### config.mk
export PLATFORM = sky130hd
export DESIGN_NAME = pwmc_top
export DESIGN_NICKNAME = d
export VERILOG_FILES = /design/src/design/pwmc_pkg.sv /design/src/design/pwmc_prescaler.sv /design/src/design/pwmc_top.sv
export SDC_FILE = /design/constraint.sdc
export NUM_CORES = 1
export LEC_CHECK = 0
export ABC_AREA = 1
export BUFFER_PORTS_ARGS = -buffer_cell sky130_fd_sc_hd__buf_4
export CELL_PAD_IN_SITES_DETAIL_PLACEMENT = 0
export CELL_PAD_IN_SITES_GLOBAL_PLACEMENT = 2
export CORE_UTILIZATION = 35
export CTS_BUF_LIST = sky130_fd_sc_hd__clkbuf_16
export CTS_CLUSTER_DIAMETER = 50
export DETAILED_ROUTE_END_ITERATION = 10
export PLACE_DENSITY_LB_ADDON = 0.12
export SKIP_LAST_GASP = 1
export SLEW_MARGIN = 20
export SYNTH_ARGS = -nofsm -noshare
export SYNTH_HDL_FRONTEND = slang
export SYNTH_SLANG_ARGS = --single-unit
### constraint.sdc
create_clock -name ref_clk -period 1.8 [get_ports ref_clk]
set_input_delay 0.18 -clock ref_clk [delete_from_list [all_inputs] [get_ports ref_clk]]
set_output_delay 0.18 -clock ref_clk [all_outputs]
set_load 0.1 [all_outputs]
### src/design/pwmc_pkg.sv
/*
 * Shared constants and types for the PWM counter control block: register
 * offsets, field positions, reset values, divider encodings and the packed
 * carriers used between the register port and the core.
 * Assumes an 8-bit register port with 8-bit offsets.
 */
package pwmc_pkg;

    localparam int unsigned PWMC_ADDR_W  = 8;
    localparam int unsigned PWMC_DATA_W  = 8;
    localparam int unsigned PWMC_CNT_W   = 8;
    localparam int unsigned PWMC_PRESC_W = 6;

    // Register offsets.
    localparam logic [7:0] PWMC_OFF_CONTROL = 8'hEF;
    localparam logic [7:0] PWMC_OFF_DUTY    = 8'hF1;
    localparam logic [7:0] PWMC_OFF_STATUS  = 8'hF3;
    localparam logic [7:0] PWMC_OFF_MASK    = 8'hF4;
    localparam logic [7:0] PWMC_OFF_COUNT   = 8'hF6;
    localparam logic [7:0] PWMC_OFF_PERIOD  = 8'hF7;

    // Control field positions.
    localparam int unsigned PWMC_CTL_SEL_HI = 7;
    localparam int unsigned PWMC_CTL_SEL_LO = 6;
    localparam int unsigned PWMC_CTL_POL    = 5;
    localparam int unsigned PWMC_CTL_CLR    = 4;
    localparam int unsigned PWMC_CTL_EN     = 3;
    localparam int unsigned PWMC_CTL_AMT    = 2;
    localparam int unsigned PWMC_CTL_OVFIE  = 1;
    localparam int unsigned PWMC_CTL_PEND   = 0;

    // Status field positions.
    localparam int unsigned PWMC_ST_OVF   = 0;
    localparam int unsigned PWMC_ST_MATCH = 1;
    localparam int unsigned PWMC_ST_TRIP  = 2;

    // Reset values.
    localparam logic [7:0] PWMC_CONTROL_RST = 8'h00;
    localparam logic [7:0] PWMC_DUTY_RST    = 8'h00;
    localparam logic [7:0] PWMC_STATUS_RST  = 8'h00;
    localparam logic [7:0] PWMC_MASK_RST    = 8'h01;
    localparam logic [7:0] PWMC_PERIOD_RST  = 8'hFF;
    localparam logic [7:0] PWMC_READ_ZERO   = 8'h00;

    // Input clock select codes and the matching prescaler masks.
    localparam logic [1:0] PWMC_SEL_DIV64 = 2'h0;
    localparam logic [1:0] PWMC_SEL_DIV8  = 2'h1;
    localparam logic [1:0] PWMC_SEL_DIV2  = 2'h2;
    localparam logic [1:0] PWMC_SEL_DIV1  = 2'h3;

    localparam logic [PWMC_PRESC_W-1:0] PWMC_MASK_DIV64 = 6'h3F;
    localparam logic [PWMC_PRESC_W-1:0] PWMC_MASK_DIV8  = 6'h07;
    localparam logic [PWMC_PRESC_W-1:0] PWMC_MASK_DIV2  = 6'h01;
    localparam logic [PWMC_PRESC_W-1:0] PWMC_MASK_DIV1  = 6'h00;

    typedef struct packed {
        logic [PWMC_ADDR_W-1:0] addr;
        logic [PWMC_DATA_W-1:0] wdata;
        logic                   wr;
        logic                   rd;
    } pwmc_bus_req_type;

    typedef struct packed {
        logic [1:0] clk_sel;
        logic       pol;
        logic       clr;
        logic       en;
        logic       amt;
        logic       ovf_ie;
        logic       pend;
    } pwmc_ctrl_type;

    function automatic logic [PWMC_PRESC_W-1:0] pwmc_div_mask(input logic [1:0] sel);
        logic [PWMC_PRESC_W-1:0] m;
        m = PWMC_MASK_DIV64;
        case (sel)
            PWMC_SEL_DIV64: m = PWMC_MASK_DIV64;
            PWMC_SEL_DIV8:  m = PWMC_MASK_DIV8;
            PWMC_SEL_DIV2:  m = PWMC_MASK_DIV2;
            PWMC_SEL_DIV1:  m = PWMC_MASK_DIV1;
            default:        m = PWMC_MASK_DIV64;
        endcase
        return m;
    endfunction

endpackage

### src/design/pwmc_prescaler.sv
/*
 * Prescaler that turns the oscillator clock into counter advance ticks at
 * one of four division ratios.
 * Assumes run comes from registered control state and clear from the bus write strobe, both in ref_clk.
 */
`timescale 1ns/1ns
module pwmc_prescaler
    import pwmc_pkg::*;
(
    input  wire logic       ref_clk,
    input  wire logic       reset_n,
    input  wire logic       run,
    input  wire logic       clear,
    input  wire logic [1:0] clk_sel,
    output logic            tick
);

    typedef struct packed {
        logic [PWMC_PRESC_W-1:0] cnt;
    } pwmc_presc_state_type;

    pwmc_presc_state_type     state_ff;
    pwmc_presc_state_type     nxt_state;
    logic [PWMC_PRESC_W-1:0]  div_mask;

    assign div_mask = pwmc_div_mask(clk_sel);
    // A tick lands when the low bits covered by the mask are all ones.
    assign tick     = run && ((state_ff.cnt & div_mask) == div_mask);

    always_comb begin
        nxt_state = state_ff;
        if (clear || !run) begin
            nxt_state.cnt = '0;
        end else begin
            nxt_state.cnt = state_ff.cnt + 1'b1;
        end
    end

    always_ff @(posedge ref_clk or negedge reset_n) begin
        if (!reset_n) begin
            state_ff <= '0;
        end else begin
            state_ff <= nxt_state;
        end
    end

endmodule

### src/design/pwmc_top.sv
/*
 * PWM counter control block: control register, prescaled 8-bit counter,
 * duty comparison with polarity and anti-mis-trigger blanking, and the
 * overflow, match and trip interrupt flags.
 * Assumes a single-cycle strobe register port in the ref_clk domain and a
 * comparator input already synchronous to ref_clk.
 */
// Functional notes
// - Control register at EFH, resets to zero.
// - Bits 7:6 pick divide 64, 8, 2, 1.
// - Bit 5 set inverts the PWM output.
// - Writing one to bit 4 clears counter.
// - Bit 3 runs the counter, zero stops it.
// - Bit 2 enables anti-mis-trigger blanking.
// - Bit 1 gates the overflow interrupt request.
// - Bit 0 shows pending; write zero clears.
`timescale 1ns/1ns
module pwmc_top
    import pwmc_pkg::*;
(
    input  wire logic                   ref_clk,
    input  wire logic                   reset_n,
    input  wire pwmc_bus_req_type       bus_req,
    output logic [PWMC_DATA_W-1:0]      rd_data,
    input  wire logic                   comparator_zero,
    output logic                        pwm_out,
    output logic                        irq
);

    typedef struct packed {
        pwmc_ctrl_type          ctrl;
        logic [PWMC_CNT_W-1:0]  duty;
        logic [PWMC_CNT_W-1:0]  period;
        logic [PWMC_CNT_W-1:0]  cnt;
        logic [7:0]             status;
        logic [7:0]             mask;
        logic [PWMC_DATA_W-1:0] rd_data;
        logic                   cmp_q;
        logic                   pwm_out;
        logic                   irq;
    } pwmc_state_type;

    pwmc_state_type          state_ff;
    pwmc_state_type          nxt_state;
    pwmc_ctrl_type           wr_ctrl_val;
    logic                    tick;
    logic                    wr_control;
    logic                    wr_duty;
    logic                    wr_status;
    logic                    wr_mask;
    logic                    wr_period;
    logic                    cnt_clear;
    logic                    ovf_event;
    logic                    match_event;
    logic                    trip_event;
    logic                    blank;
    logic                    active;
    logic [7:0]              events;
    logic [7:0]              clears;
    logic [7:0]              eff_mask;

    assign wr_ctrl_val = pwmc_ctrl_type'(bus_req.wdata);
    assign wr_control  = bus_req.wr && (bus_req.addr == PWMC_OFF_CONTROL);
    assign wr_duty     = bus_req.wr && (bus_req.addr == PWMC_OFF_DUTY);
    assign wr_status   = bus_req.wr && (bus_req.addr == PWMC_OFF_STATUS);
    assign wr_mask     = bus_req.wr && (bus_req.addr == PWMC_OFF_MASK);
    assign wr_period   = bus_req.wr && (bus_req.addr == PWMC_OFF_PERIOD);
    assign cnt_clear   = wr_control && wr_ctrl_val.clr;

    // The prescaler is held at zero while stopped so that a restart always
    // begins a full input clock period, at the cost of no phase memory.
    pwmc_prescaler u_prescaler (
        .ref_clk (ref_clk),
        .reset_n (reset_n),
        .run     (state_ff.ctrl.en),
        .clear   (cnt_clear),
        .clk_sel (state_ff.ctrl.clk_sel),
        .tick    (tick)
    );

    always_comb begin
        nxt_state   = state_ff;
        ovf_event   = 1'b0;
        match_event = 1'b0;
        events      = '0;
        clears      = '0;
        eff_mask    = state_ff.mask;

        // Counter: a software clear takes priority over a tick in the same
        // cycle, and no overflow is counted for that tick.
        if (cnt_clear) begin
            nxt_state.cnt = '0;
        end else if (tick) begin
            match_event = (state_ff.cnt == state_ff.duty);
            if (state_ff.cnt == state_ff.period) begin
                nxt_state.cnt = '0;
                ovf_event     = 1'b1;
            end else begin
                nxt_state.cnt = state_ff.cnt + 1'b1;
            end
        end

        // Trip: the comparator rose while blanking is enabled.
        trip_event      = state_ff.ctrl.amt && comparator_zero && !state_ff.cmp_q;
        nxt_state.cmp_q = comparator_zero;

        if (wr_control) begin
            nxt_state.ctrl.clk_sel = wr_ctrl_val.clk_sel;
            nxt_state.ctrl.pol     = wr_ctrl_val.pol;
            nxt_state.ctrl.en      = wr_ctrl_val.en;
            nxt_state.ctrl.amt     = wr_ctrl_val.amt;
            nxt_state.ctrl.ovf_ie  = wr_ctrl_val.ovf_ie;
            // Writing zero clears pending, writing one leaves it alone.
            clears[PWMC_ST_OVF]    = !wr_ctrl_val.pend;
        end
        // The clear action is write-only; the stored bit always reads zero.
        nxt_state.ctrl.clr = 1'b0;

        if (wr_status) begin
            clears = clears | bus_req.wdata;
        end
        events[PWMC_ST_OVF]   = ovf_event;
        events[PWMC_ST_MATCH] = match_event;
        events[PWMC_ST_TRIP]  = trip_event;
        // An event in the cycle of its clear wins over the clear.
        nxt_state.status    = (state_ff.status & ~clears) | events;
        nxt_state.ctrl.pend = nxt_state.status[PWMC_ST_OVF];

        if (wr_mask) begin
            nxt_state.mask = bus_req.wdata;
        end
        if (wr_duty) begin
            nxt_state.duty = bus_req.wdata;
        end
        if (wr_period) begin
            nxt_state.period = bus_req.wdata;
        end

        // Read data stand for exactly one cycle; unmapped offsets read zero.
        nxt_state.rd_data = PWMC_READ_ZERO;
        if (bus_req.rd) begin
            case (bus_req.addr)
                PWMC_OFF_CONTROL: nxt_state.rd_data = state_ff.ctrl;
                PWMC_OFF_DUTY:    nxt_state.rd_data = state_ff.duty;
                PWMC_OFF_STATUS:  nxt_state.rd_data = state_ff.status;
                PWMC_OFF_MASK:    nxt_state.rd_data = state_ff.mask;
                PWMC_OFF_COUNT:   nxt_state.rd_data = state_ff.cnt;
                PWMC_OFF_PERIOD:  nxt_state.rd_data = state_ff.period;
                default:          nxt_state.rd_data = PWMC_READ_ZERO;
            endcase
        end

        // Output: the active phase is cnt below duty; blanking and a stopped
        // counter both force the inactive level, which tracks polarity.
        active            = state_ff.ctrl.en && (state_ff.cnt < state_ff.duty);
        blank             = state_ff.ctrl.amt && comparator_zero;
        nxt_state.pwm_out = (active && !blank) ^ state_ff.ctrl.pol;

        // The overflow source also needs its own enable bit in control.
        eff_mask[PWMC_ST_OVF] = state_ff.mask[PWMC_ST_OVF] && state_ff.ctrl.ovf_ie;
        nxt_state.irq         = |(state_ff.status & eff_mask);
    end

    always_ff @(posedge ref_clk or negedge reset_n) begin
        if (!reset_n) begin
            state_ff.ctrl    <= pwmc_ctrl_type'(PWMC_CONTROL_RST);
            state_ff.duty    <= PWMC_DUTY_RST;
            state_ff.period  <= PWMC_PERIOD_RST;
            state_ff.cnt     <= '0;
            state_ff.status  <= PWMC_STATUS_RST;
            state_ff.mask    <= PWMC_MASK_RST;
            state_ff.rd_data <= PWMC_READ_ZERO;
            state_ff.cmp_q   <= 1'b0;
            state_ff.pwm_out <= 1'b0;
            state_ff.irq     <= 1'b0;
        end else begin
            state_ff <= nxt_state;
        end
    end

    assign rd_data = state_ff.rd_data;
    assign pwm_out = state_ff.pwm_out;
    assign irq     = state_ff.irq;

endmodule

## After elaboration in Yosys (flattened, before gate mapping)

Cells that the tools add are included.
Widths: inputs -> output; s select.

| word-level totals | value |
|---|---|
| register bits | 64 |
| word-level logic and storage cells | 72 |

| operators by class | value |
|---|---|
| add/subtract/negate cells | 2 |
| equal/unequal tests | 12 |
| bitwise operators | 7 |
| magnitude comparators | 1 |
| reduce and logical (&&, ||, !) cells | 20 |
| muxes and demuxes | 14 |

Operators with widths:

| operator | number |
|---|---|
| $eq 8x8->1 const B | 6 |
| $pmux 8 s6 | 1 |
| $mux 8 | 5 |
| $pmux 6 s4 | 1 |
| $and 8x8->8 | 2 |
| $eq 8x8->1 | 2 |
| $logic_and 1x1->1 | 12 |
| $add 8x1->8 const B | 1 |
| $lt 8x8->1 | 1 |
| $not 8->8 | 1 |
| $or 1x8->8 | 1 |
| $or 8x3->8 | 1 |
| $reduce_or 8->1 | 1 |
| $add 6x1->6 const B | 1 |
| $and 6x6->6 | 1 |
| $eq 6x6->1 | 1 |
| $mux 1 | 6 |
| $mux 6 | 1 |
| $eq 2x2->1 const B | 2 |
| $logic_not 1->1 | 4 |
| $eq 2x1->1 const B | 1 |
| $logic_not 2->1 | 1 |
| $reduce_bool 2->1 | 1 |
| $logic_or 1x1->1 | 1 |
| $xor 1x1->1 | 1 |

## Depth between registers and ports, before layout

Gate-level depths: netlist of the first run.

| depth | value |
|---|---|
| word-level depth | 8 |
| mapped depth | 10 |
| depth with buffers taken out | 10 |

## Cells and area by module

From an unflattened synthesis of the first run, not the netlist that was laid out.

| unflattened totals | value |
|---|---|
| cell total of the unflattened synthesis | 473 |
| area, all modules | 3637.2 sq um |

By module, submodules not included:

| module | times used | sequential area each (sq um) | cells each | area each (sq um) |
|---|---|---|---|---|
| pwmc_top | 1 | 1437.6 | 437 | 3343.2 |
| pwmc_prescaler | 1 | 150.1 | 36 | 294.0 |

## Worst setup path after synthesis of the first run

Ideal clock, no wire load.

| timing path | value |
|---|---|
| kind | register to register |
| start point | register state_ff[32] (netlist name) |
| end point | register, netlist name pwm_out |
| data required time | 1677 ps |
| buffers on the path | 0 |
| slack | 500 ps |
| cell stages (with the launch flop) | 7 |
| data arrival time | 1177 ps |
| setup time | 123 ps |
| period minus slack after synthesis | 1300 ps |
| cell sequence | dfrtp_1 > ha_1 > a21oi_1 > nor2_1 > nor2_1 > nand2_1 > xnor2_1 |

RTL lines:

| item | line | RTL |
|---|---|---|
| start, declared | pwmc_top.sv:43 | `pwmc_state_type state_ff;` |
| start signal, assigned | pwmc_top.sv:177 | `state_ff <= nxt_state;` |

==> flow_summary.yaml, run 1 <==
critical_path:
  crit_arrival_ns: 1.82
  slowest_stage: "dfrtp_1"
  r2r_end: "state_ff[19]"
  endpoint_kind: "flop"
  crit_path_cell_trace: "xnor2_1 -> nand2_1 -> nor2_1 -> nand2_1 -> inv_1 -> nand3_1 -> o21ai_1"
  path_common_cell: "nand2_1"
  crit_family: "flip-flops"
  r2r-start: "state_ff[30]"
  r2r_slack_ns: 0.24
  path_max_fanout: 11
  crit_path_start: "state_ff[30]"
  path_class: "reg2reg"
  cp_num_buf_inv: 1
  r2r_cells: 7
  cp.required_ns: 2.05
  critPathMaxStageDelay_ns: 0.62
  startpoint_type: "flop"
timing:
  fin_crit_sh_pct: 86.85
  final-hold-violation-count: 0
  fin_skew_ns: 0.006294
  fmax_mhz: 639.7
  rsz0062_at_grt: "false"
  period_minus_slack_ns: 1.563
  relSlewSlack_pct: 66.19
  finalSetupTns_ns: 0
  tightestPinTransition_ns: 0.5044
  slew_violations: 0
  setup_violations: 0
finish:
  fin_area_mm2: 0.004197
  final_cell_mix: "nand2_1 (122), inv_1 (59), dfrtp_1 (54)"
  utilization_pct: 42.93
  stdcell_count: 638
  drive_above_1_share_pct: 15.84
  diodes: 0
  area_delta_synth_final_pct: 18.52
  nNetsFinal: 531
  fill_cells: 1052
  final_common_cell: "nand2_1"
yosys:
  synth_top_area_share_pct: 38.16
  ys_types: 30
  ys_seq_elements: 63
  synth_nets: 497
  syn_inst: 466
  synth_ff_type: "dfrtp_1"
  netlist_area_mm2: 0.003541
  syn_avg_cell_area_um2: 7.598
  synth_edf_count: 0
  async_reset_ff_share_pct: 100.0
  yosysSeqAreaShare_pct: 44.84
  synth_area_leader_cell: "dfrtp_1"
  synth_area_leaders: "dfrtp_1 (38%), nand2_1 (13%), dfstp_2 (6.7%)"
  synth.yosys.warnings: 0
floorplan:
  num_rows: 36
  die_w_um: 102.6
  start_util_pct: 36.23
  io_pins: 31
  core_mm2: 0.009774
  die_y_um: 102.6
  die_area_mm2: 0.01052
route:
  wl_per_cell_um: 15.89
  vias_per_cell: 4.779
  firstDrtPassIters: 4
  totalWireLength_mm: 10.14
  drtIter0Drc: 160
  remaining_drc_errors: 0
  drtAntennaViolNets: 0
  vias: 3049
clock_network:
  postCtsSetupRepairBufs: 0
  numCtsBuffers: 9
  clk_latency_ns: 0.33
  path_clk_slew_ns: 0.06
  htreeDepth: 3
  cts_buffer_depth: 2
  cts_sinks: 63
  root_buffer: "clkbuf_16"
  cts_tree: "yes"
  cts_resized: 0
grt:
  overflow: 0
  antenna_found_initial: 0
  grt_max_degree: 31
  grt_pass1_vias: 2992
  grt_pass1_wl_mm: 16.30
  grt_usage_pct: 21.19
power:
  p_leak_nw: 2.027
  p_per_area_mw_per_mm2: 857.4
  irDropWorstVdd_uv: 452.4
  finalPower_mw: 3.598
placement:
  io_buffers: 30
  dp.cells: 620
  place.gp.congestion: 0.8557
  dpl.hpwl_mm: 7.651
  dpl_cell_area_mm2: 0.003879
hold_path:
  whs_endpoint: "state_ff[49]"
  whs_path_depth: 3
  min_from: "bus_req[8]"
  min_path_type: "in2reg"
status:
  status: "completed"
run:
  drv_cap: 0
## worst reg2reg max path, stage by stage (launching register included)
cell	delay, ns
dfrtp_1	0.62
xnor2_1	0.18
nand2_1	0.07
nor2_1	0.08
nand2_1	0.23
inv_1	0.11
nand3_1	0.09
o21ai_1	0.10
## worst max path at each step
stage,cells past startpoint,endpoint
after detailed placement,6,state_ff[36]
after CTS,6,pwm_out
after floorplan,6,pwm_out
final,7,state_ff[19]
after global placement,6,state_ff[35]
after global routing,7,state_ff[19]
## kinds of logic after synthesis
| logic type | count (synthesis) | share of synthesized area (%) |
|---|---|---|
| AO/OA/AOI/OAI | 72 | 10.46 |
| XOR/XNOR | 6 | 1.484 |
| adder cells (fa/ha/maj) | 10 | 3.534 |
| buffers and inverters | 87 | 10.99 |
| flip-flops | 63 | 44.84 |
| AND/OR/NAND/NOR | 228 | 28.69 |
## sequential cells by signal, indices dropped and copies added, names as in the netlist
signal	cells
eff_mask	7
irq	1
pwm_out	1
rd_data	8
state_ff	40
u_prescaler.state_ff	6
## Yosys cell counts, types with 3 or more instances
cell type / count
nor2_2: 5
o21ai_1: 44
a21oi_1: 12
inv_1: 59
dfstp_2: 9
nand2_1: 122
nand3_1: 30
nor2_1: 41
o21ai_0: 12
nand4_1: 18
ha_1: 10
dfrtp_1: 54
inv_2: 3
xnor2_1: 4
buf_4: 10
clkinv_1: 8
buf_2: 5
nor2_4: 3
## final cells by class
class | instances | area (µm²) | share of cell area, %
clock buffer | 9 | 225.2 | 5.367
multi-input combinational | 316 | 1564 | 37.27
inverter | 70 | 262.8 | 6.261
timing repair buffer | 40 | 317.8 | 7.573
clock inverter | 7 | 72.57 | 1.729
tap | 133 | 166.4 | 3.965
sequential | 63 | 1588 | 37.84
## repair_timing
action / CTS / global route
setup endpoints to repair: 0 / 0
hold endpoints to repair: 17 / 0
hold buffers: 2 / 0
## per-stage QoR
step	setup WS, ns	hold slack (ns)
after global placement	0.2639	0.07906
after CTS	0.2190	0.06629
after global routing	0.05010	0.07298
after detailed placement	0.1525	0.08499
final	0.2367	0.07167
after floorplan	0.5000	-0.1156
## where the power goes
part           switching [mW]  internal, mW  total (mW)
Sequential             0.0364          1.48        1.52
Clock                   0.684          1.07        1.76
Combinational           0.220         0.103       0.323
Total                   0.940          2.66        3.60
## metal layers
layer	vias to the layer above	global-route usage, %	part of all wire [%]
li1	1564	-	-
met1	1433	30.47	51
met2	41	32.67	45
met3	11	3.661	2.7
met4	0	5.934	1.3
met5	-	0	0
Power figures use the tool's default switching activity.
==> run 2, diff against run 1 <==
SYNTH_HIERARCHICAL = 1   (was default)
==> run 2 against run 1 <==
  * Power up 20%
  * Clock skew shrank 0.00060 ns
  * Die area rose by 2.7%
  * Worst setup slack gained 0.034 ns
  * Combinational power increased by 140%
  * Synthesized cell count grew 1.5%
  * Critical path depth is 1 higher
  * Sequential power rose by 18%
  * Register-to-register slack gained 0.03 ns
  * Cell count increased by 0.47%
==> flow_summary.yaml, run 2 <==
timing:
  final-hold-violation-count: 0
  tightestPinTransition_ns: 0.4005
  fmax_mhz: 653.8
  relSlewSlack_pct: 73.23
  fin_crit_sh_pct: 84.98
  fin_ws_ns: 0.2704
  slew_violations: 0
  fin_skew_ns: 0.005694
  finalSetupTns_ns: 0
  period_minus_slack_ns: 1.530
  setup_violations: 0
  rsz0062_at_grt: "false"
route:
  vias: 3066
  wl_per_cell_um: 15.66
  remaining_drc_errors: 0
  firstDrtPassIters: 4
  drtIter0Drc: 153
  drtAntennaViolNets: 0
  totalWireLength_mm: 10.04
  vias_per_cell: 4.783
clock_network:
  cts_sinks: 63
  cts_buffer_depth: 2
  postCtsSetupRepairBufs: 0
  cts_tree: "yes"
  htreeDepth: 3
  path_clk_slew_ns: 0.06
  cts_resized: 0
  numCtsBuffers: 9
  clk_latency_ns: 0.33
  root_buffer: "clkbuf_16"
  postCtsHoldBufs: 2
finish:
  final_common_cell: "nand2_1"
  final_cell_mix: "nand2_1 (133), inv_1 (62), dfrtp_1 (54)"
  fill_cells: 1040
  nNetsFinal: 534
  area_delta_synth_final_pct: 17.37
  largest_reg_flops: 40
  top_register: "state_ff"
  diodes: 0
  drive_above_1_share_pct: 18.50
yosys:
  ys_seq_elements: 63
  synth_adder_area_share_pct: 3.440
  synth.yosys.warnings: 6
  synth_compound_area_share_pct: 9.150
  synth_area_leaders: "dfrtp_1 (37%), nand2_1 (14%), nand3_1 (6.6%)"
  synth_area_leader_cell: "dfrtp_1"
  syn_avg_cell_area_um2: 7.690
  synthMuxAreaShare_pct: 0
  synth-simple-area-share_pct: 30.89
  synth_edf_count: 0
  syn_inst: 473
  synth_ff_type: "dfrtp_1"
  netlist_area_mm2: 0.003637
  yosysSeqAreaShare_pct: 43.65
  async_reset_ff_share_pct: 100.0
  ys_types: 30
  synthXorXnorAreaFrac_pct: 1.686
  synth_nets: 504
  synth_top_area_share_pct: 37.15
  yosys.cell_count.top_type: "nand2_1"
  synth_top_family_by_area: "simple AND/OR/NAND/NOR gates"
  synthTopCellsByCount: "nand2_1 (133), inv_1 (62), dfrtp_1 (54)"
power:
  irDropWorstVdd_uv: 490.5
  p_per_area_mw_per_mm2: 1013
  p_seq_share_pct: 41.6
  p_switching_mw: 1.372
  p_int_mw: 2.950
  p_leak_nw: 2.167
  p_comb_share_pct: 18.3
  finalPower_mw: 4.323
  power.share.switching_pct: 31.75
  pwr-share-clk_pct: 40.1
floorplan:
  die_area_mm2: 0.01080
  core_mm2: 0.009910
  start_util_pct: 36.70
  io_pins: 31
  num_rows: 36
  die_y_um: 103.9
  die_w_um: 103.9
grt:
  overflow: 0
  grt_pass1_wl_mm: 16.19
  grt_pass1_vias: 2865
  grt_usage_pct: 19.82
  grt_max_degree: 38
  antenna_found_initial: 0
critical_path:
  cp.required_ns: 2.02
  path_class: "reg2reg"
  startpoint_type: "flop"
  path_max_fanout: 9
  crit_arrival_ns: 1.75
  endpoint_kind: "flop"
run:
  drv_cap: 0
placement:
  place.gp.congestion: 0.7521
  dp_slack_ns: 0.2500
  io_buffers: 30
  dpl.hpwl_mm: 7.494
hold_path:
  min_path_type: "in2reg"
status:
  status: "completed"
==> run 2: cell count changes after synthesis, moves of 8 or more <==
cell / before / now
o21ai_1: 44 / 21
nand3_1: 30 / 48
nand2_1: 122 / 133
nor2_1: 41 / 32
clkinv_1: 8 / 0
nand4_1: 18 / 10
o21ai_2: 0 / 8
==> run 2: final cells by class <==
class                   count  area, µm²  area share [%]
repair buffers             39      322.8           7.562
multi-input cells         323       1643           38.48
flip-flops and latches     63       1588           37.19
clock inverters             7      72.57           1.700
clock buffers               9      225.2           5.276
inverters                  67      251.5           5.891
well taps                 133      166.4           3.898
==> run 2: per-stage QoR <==
stage	util (%)	instances	instance area (µm²)	hold slack [ns]
2_1_floorplan	-	473	3637	-0.1156
3_5_place_dp	39.87	623	3951	0.1287
5_1_grt	43.08	641	4269	0.1104
3_3_place_gp	39.87	623	3951	0.1270
6_report	43.08	641	4269	0.09682
4_1_cts	43.08	641	4269	0.09374
==> run 2: critical path, cell delays in order, from the launching register on <==
cell and delay [ns]:
dfrtp_1 0.50, inv_1 0.16, nand2_1 0.06, nand2_1 0.06
nand2_1 0.05, nor2_1 0.12, nand2_1 0.24, nand3_1 0.17
nand2_1 0.06
==> run 2: routing by layer <==
layer	global-route usage [%]	wire length (µm)
met1	29.42	5055
met2	28.71	4492
met3	3.195	370
met4	7.347	119
met5	0	0
==> run 2: cells by family (layout without fill, tap and decap cells) <==
| logic type | count (synthesis) | count (layout) |
|---|---|---|
| AOI/OAI and AO/OA | 60 | 60 |
| xor gates and xnor gates | 7 | 7 |
| adders and majority gates | 10 | 10 |
| buffers and inverters | 87 | 122 |
| DFF | 63 | 63 |
| and+or+nand+nor | 246 | 246 |
==> run 2: final timing paths <==
| check | start | end | slack [ns] | cells past startpoint |
|---|---|---|---|---|
| min in group asynchronous | reset_n | u_prescaler/state_ff[4] | 0.30 | 2 |
| min | bus_req[2] | state_ff[43] | 0.1 | 3 |
| max in group asynchronous | reset_n | state_ff[42] | 0.89 | 3 |
| max reg2reg | state_ff[33] | state_ff[28] | 0.27 | 8 |
| max | state_ff[33] | state_ff[28] | 0.27 | 8 |
| min reg2reg | state_ff[56] | pwm_out | 0.48 | 2 |
==> run 2: power groups by stage <==
stage / Combinational [mW] / Sequential [mW] / Clock (mW)
3_5_place_dp: 0.797 / 1.83 / 0
4_1_cts: 0.806 / 1.80 / 1.77
5_1_grt: 0.935 / 1.83 / 1.84
6_report: 0.789 / 1.80 / 1.73
3_3_place_gp: 0.789 / 1.82 / 0
2_1_floorplan: 0.567 / 1.76 / 0
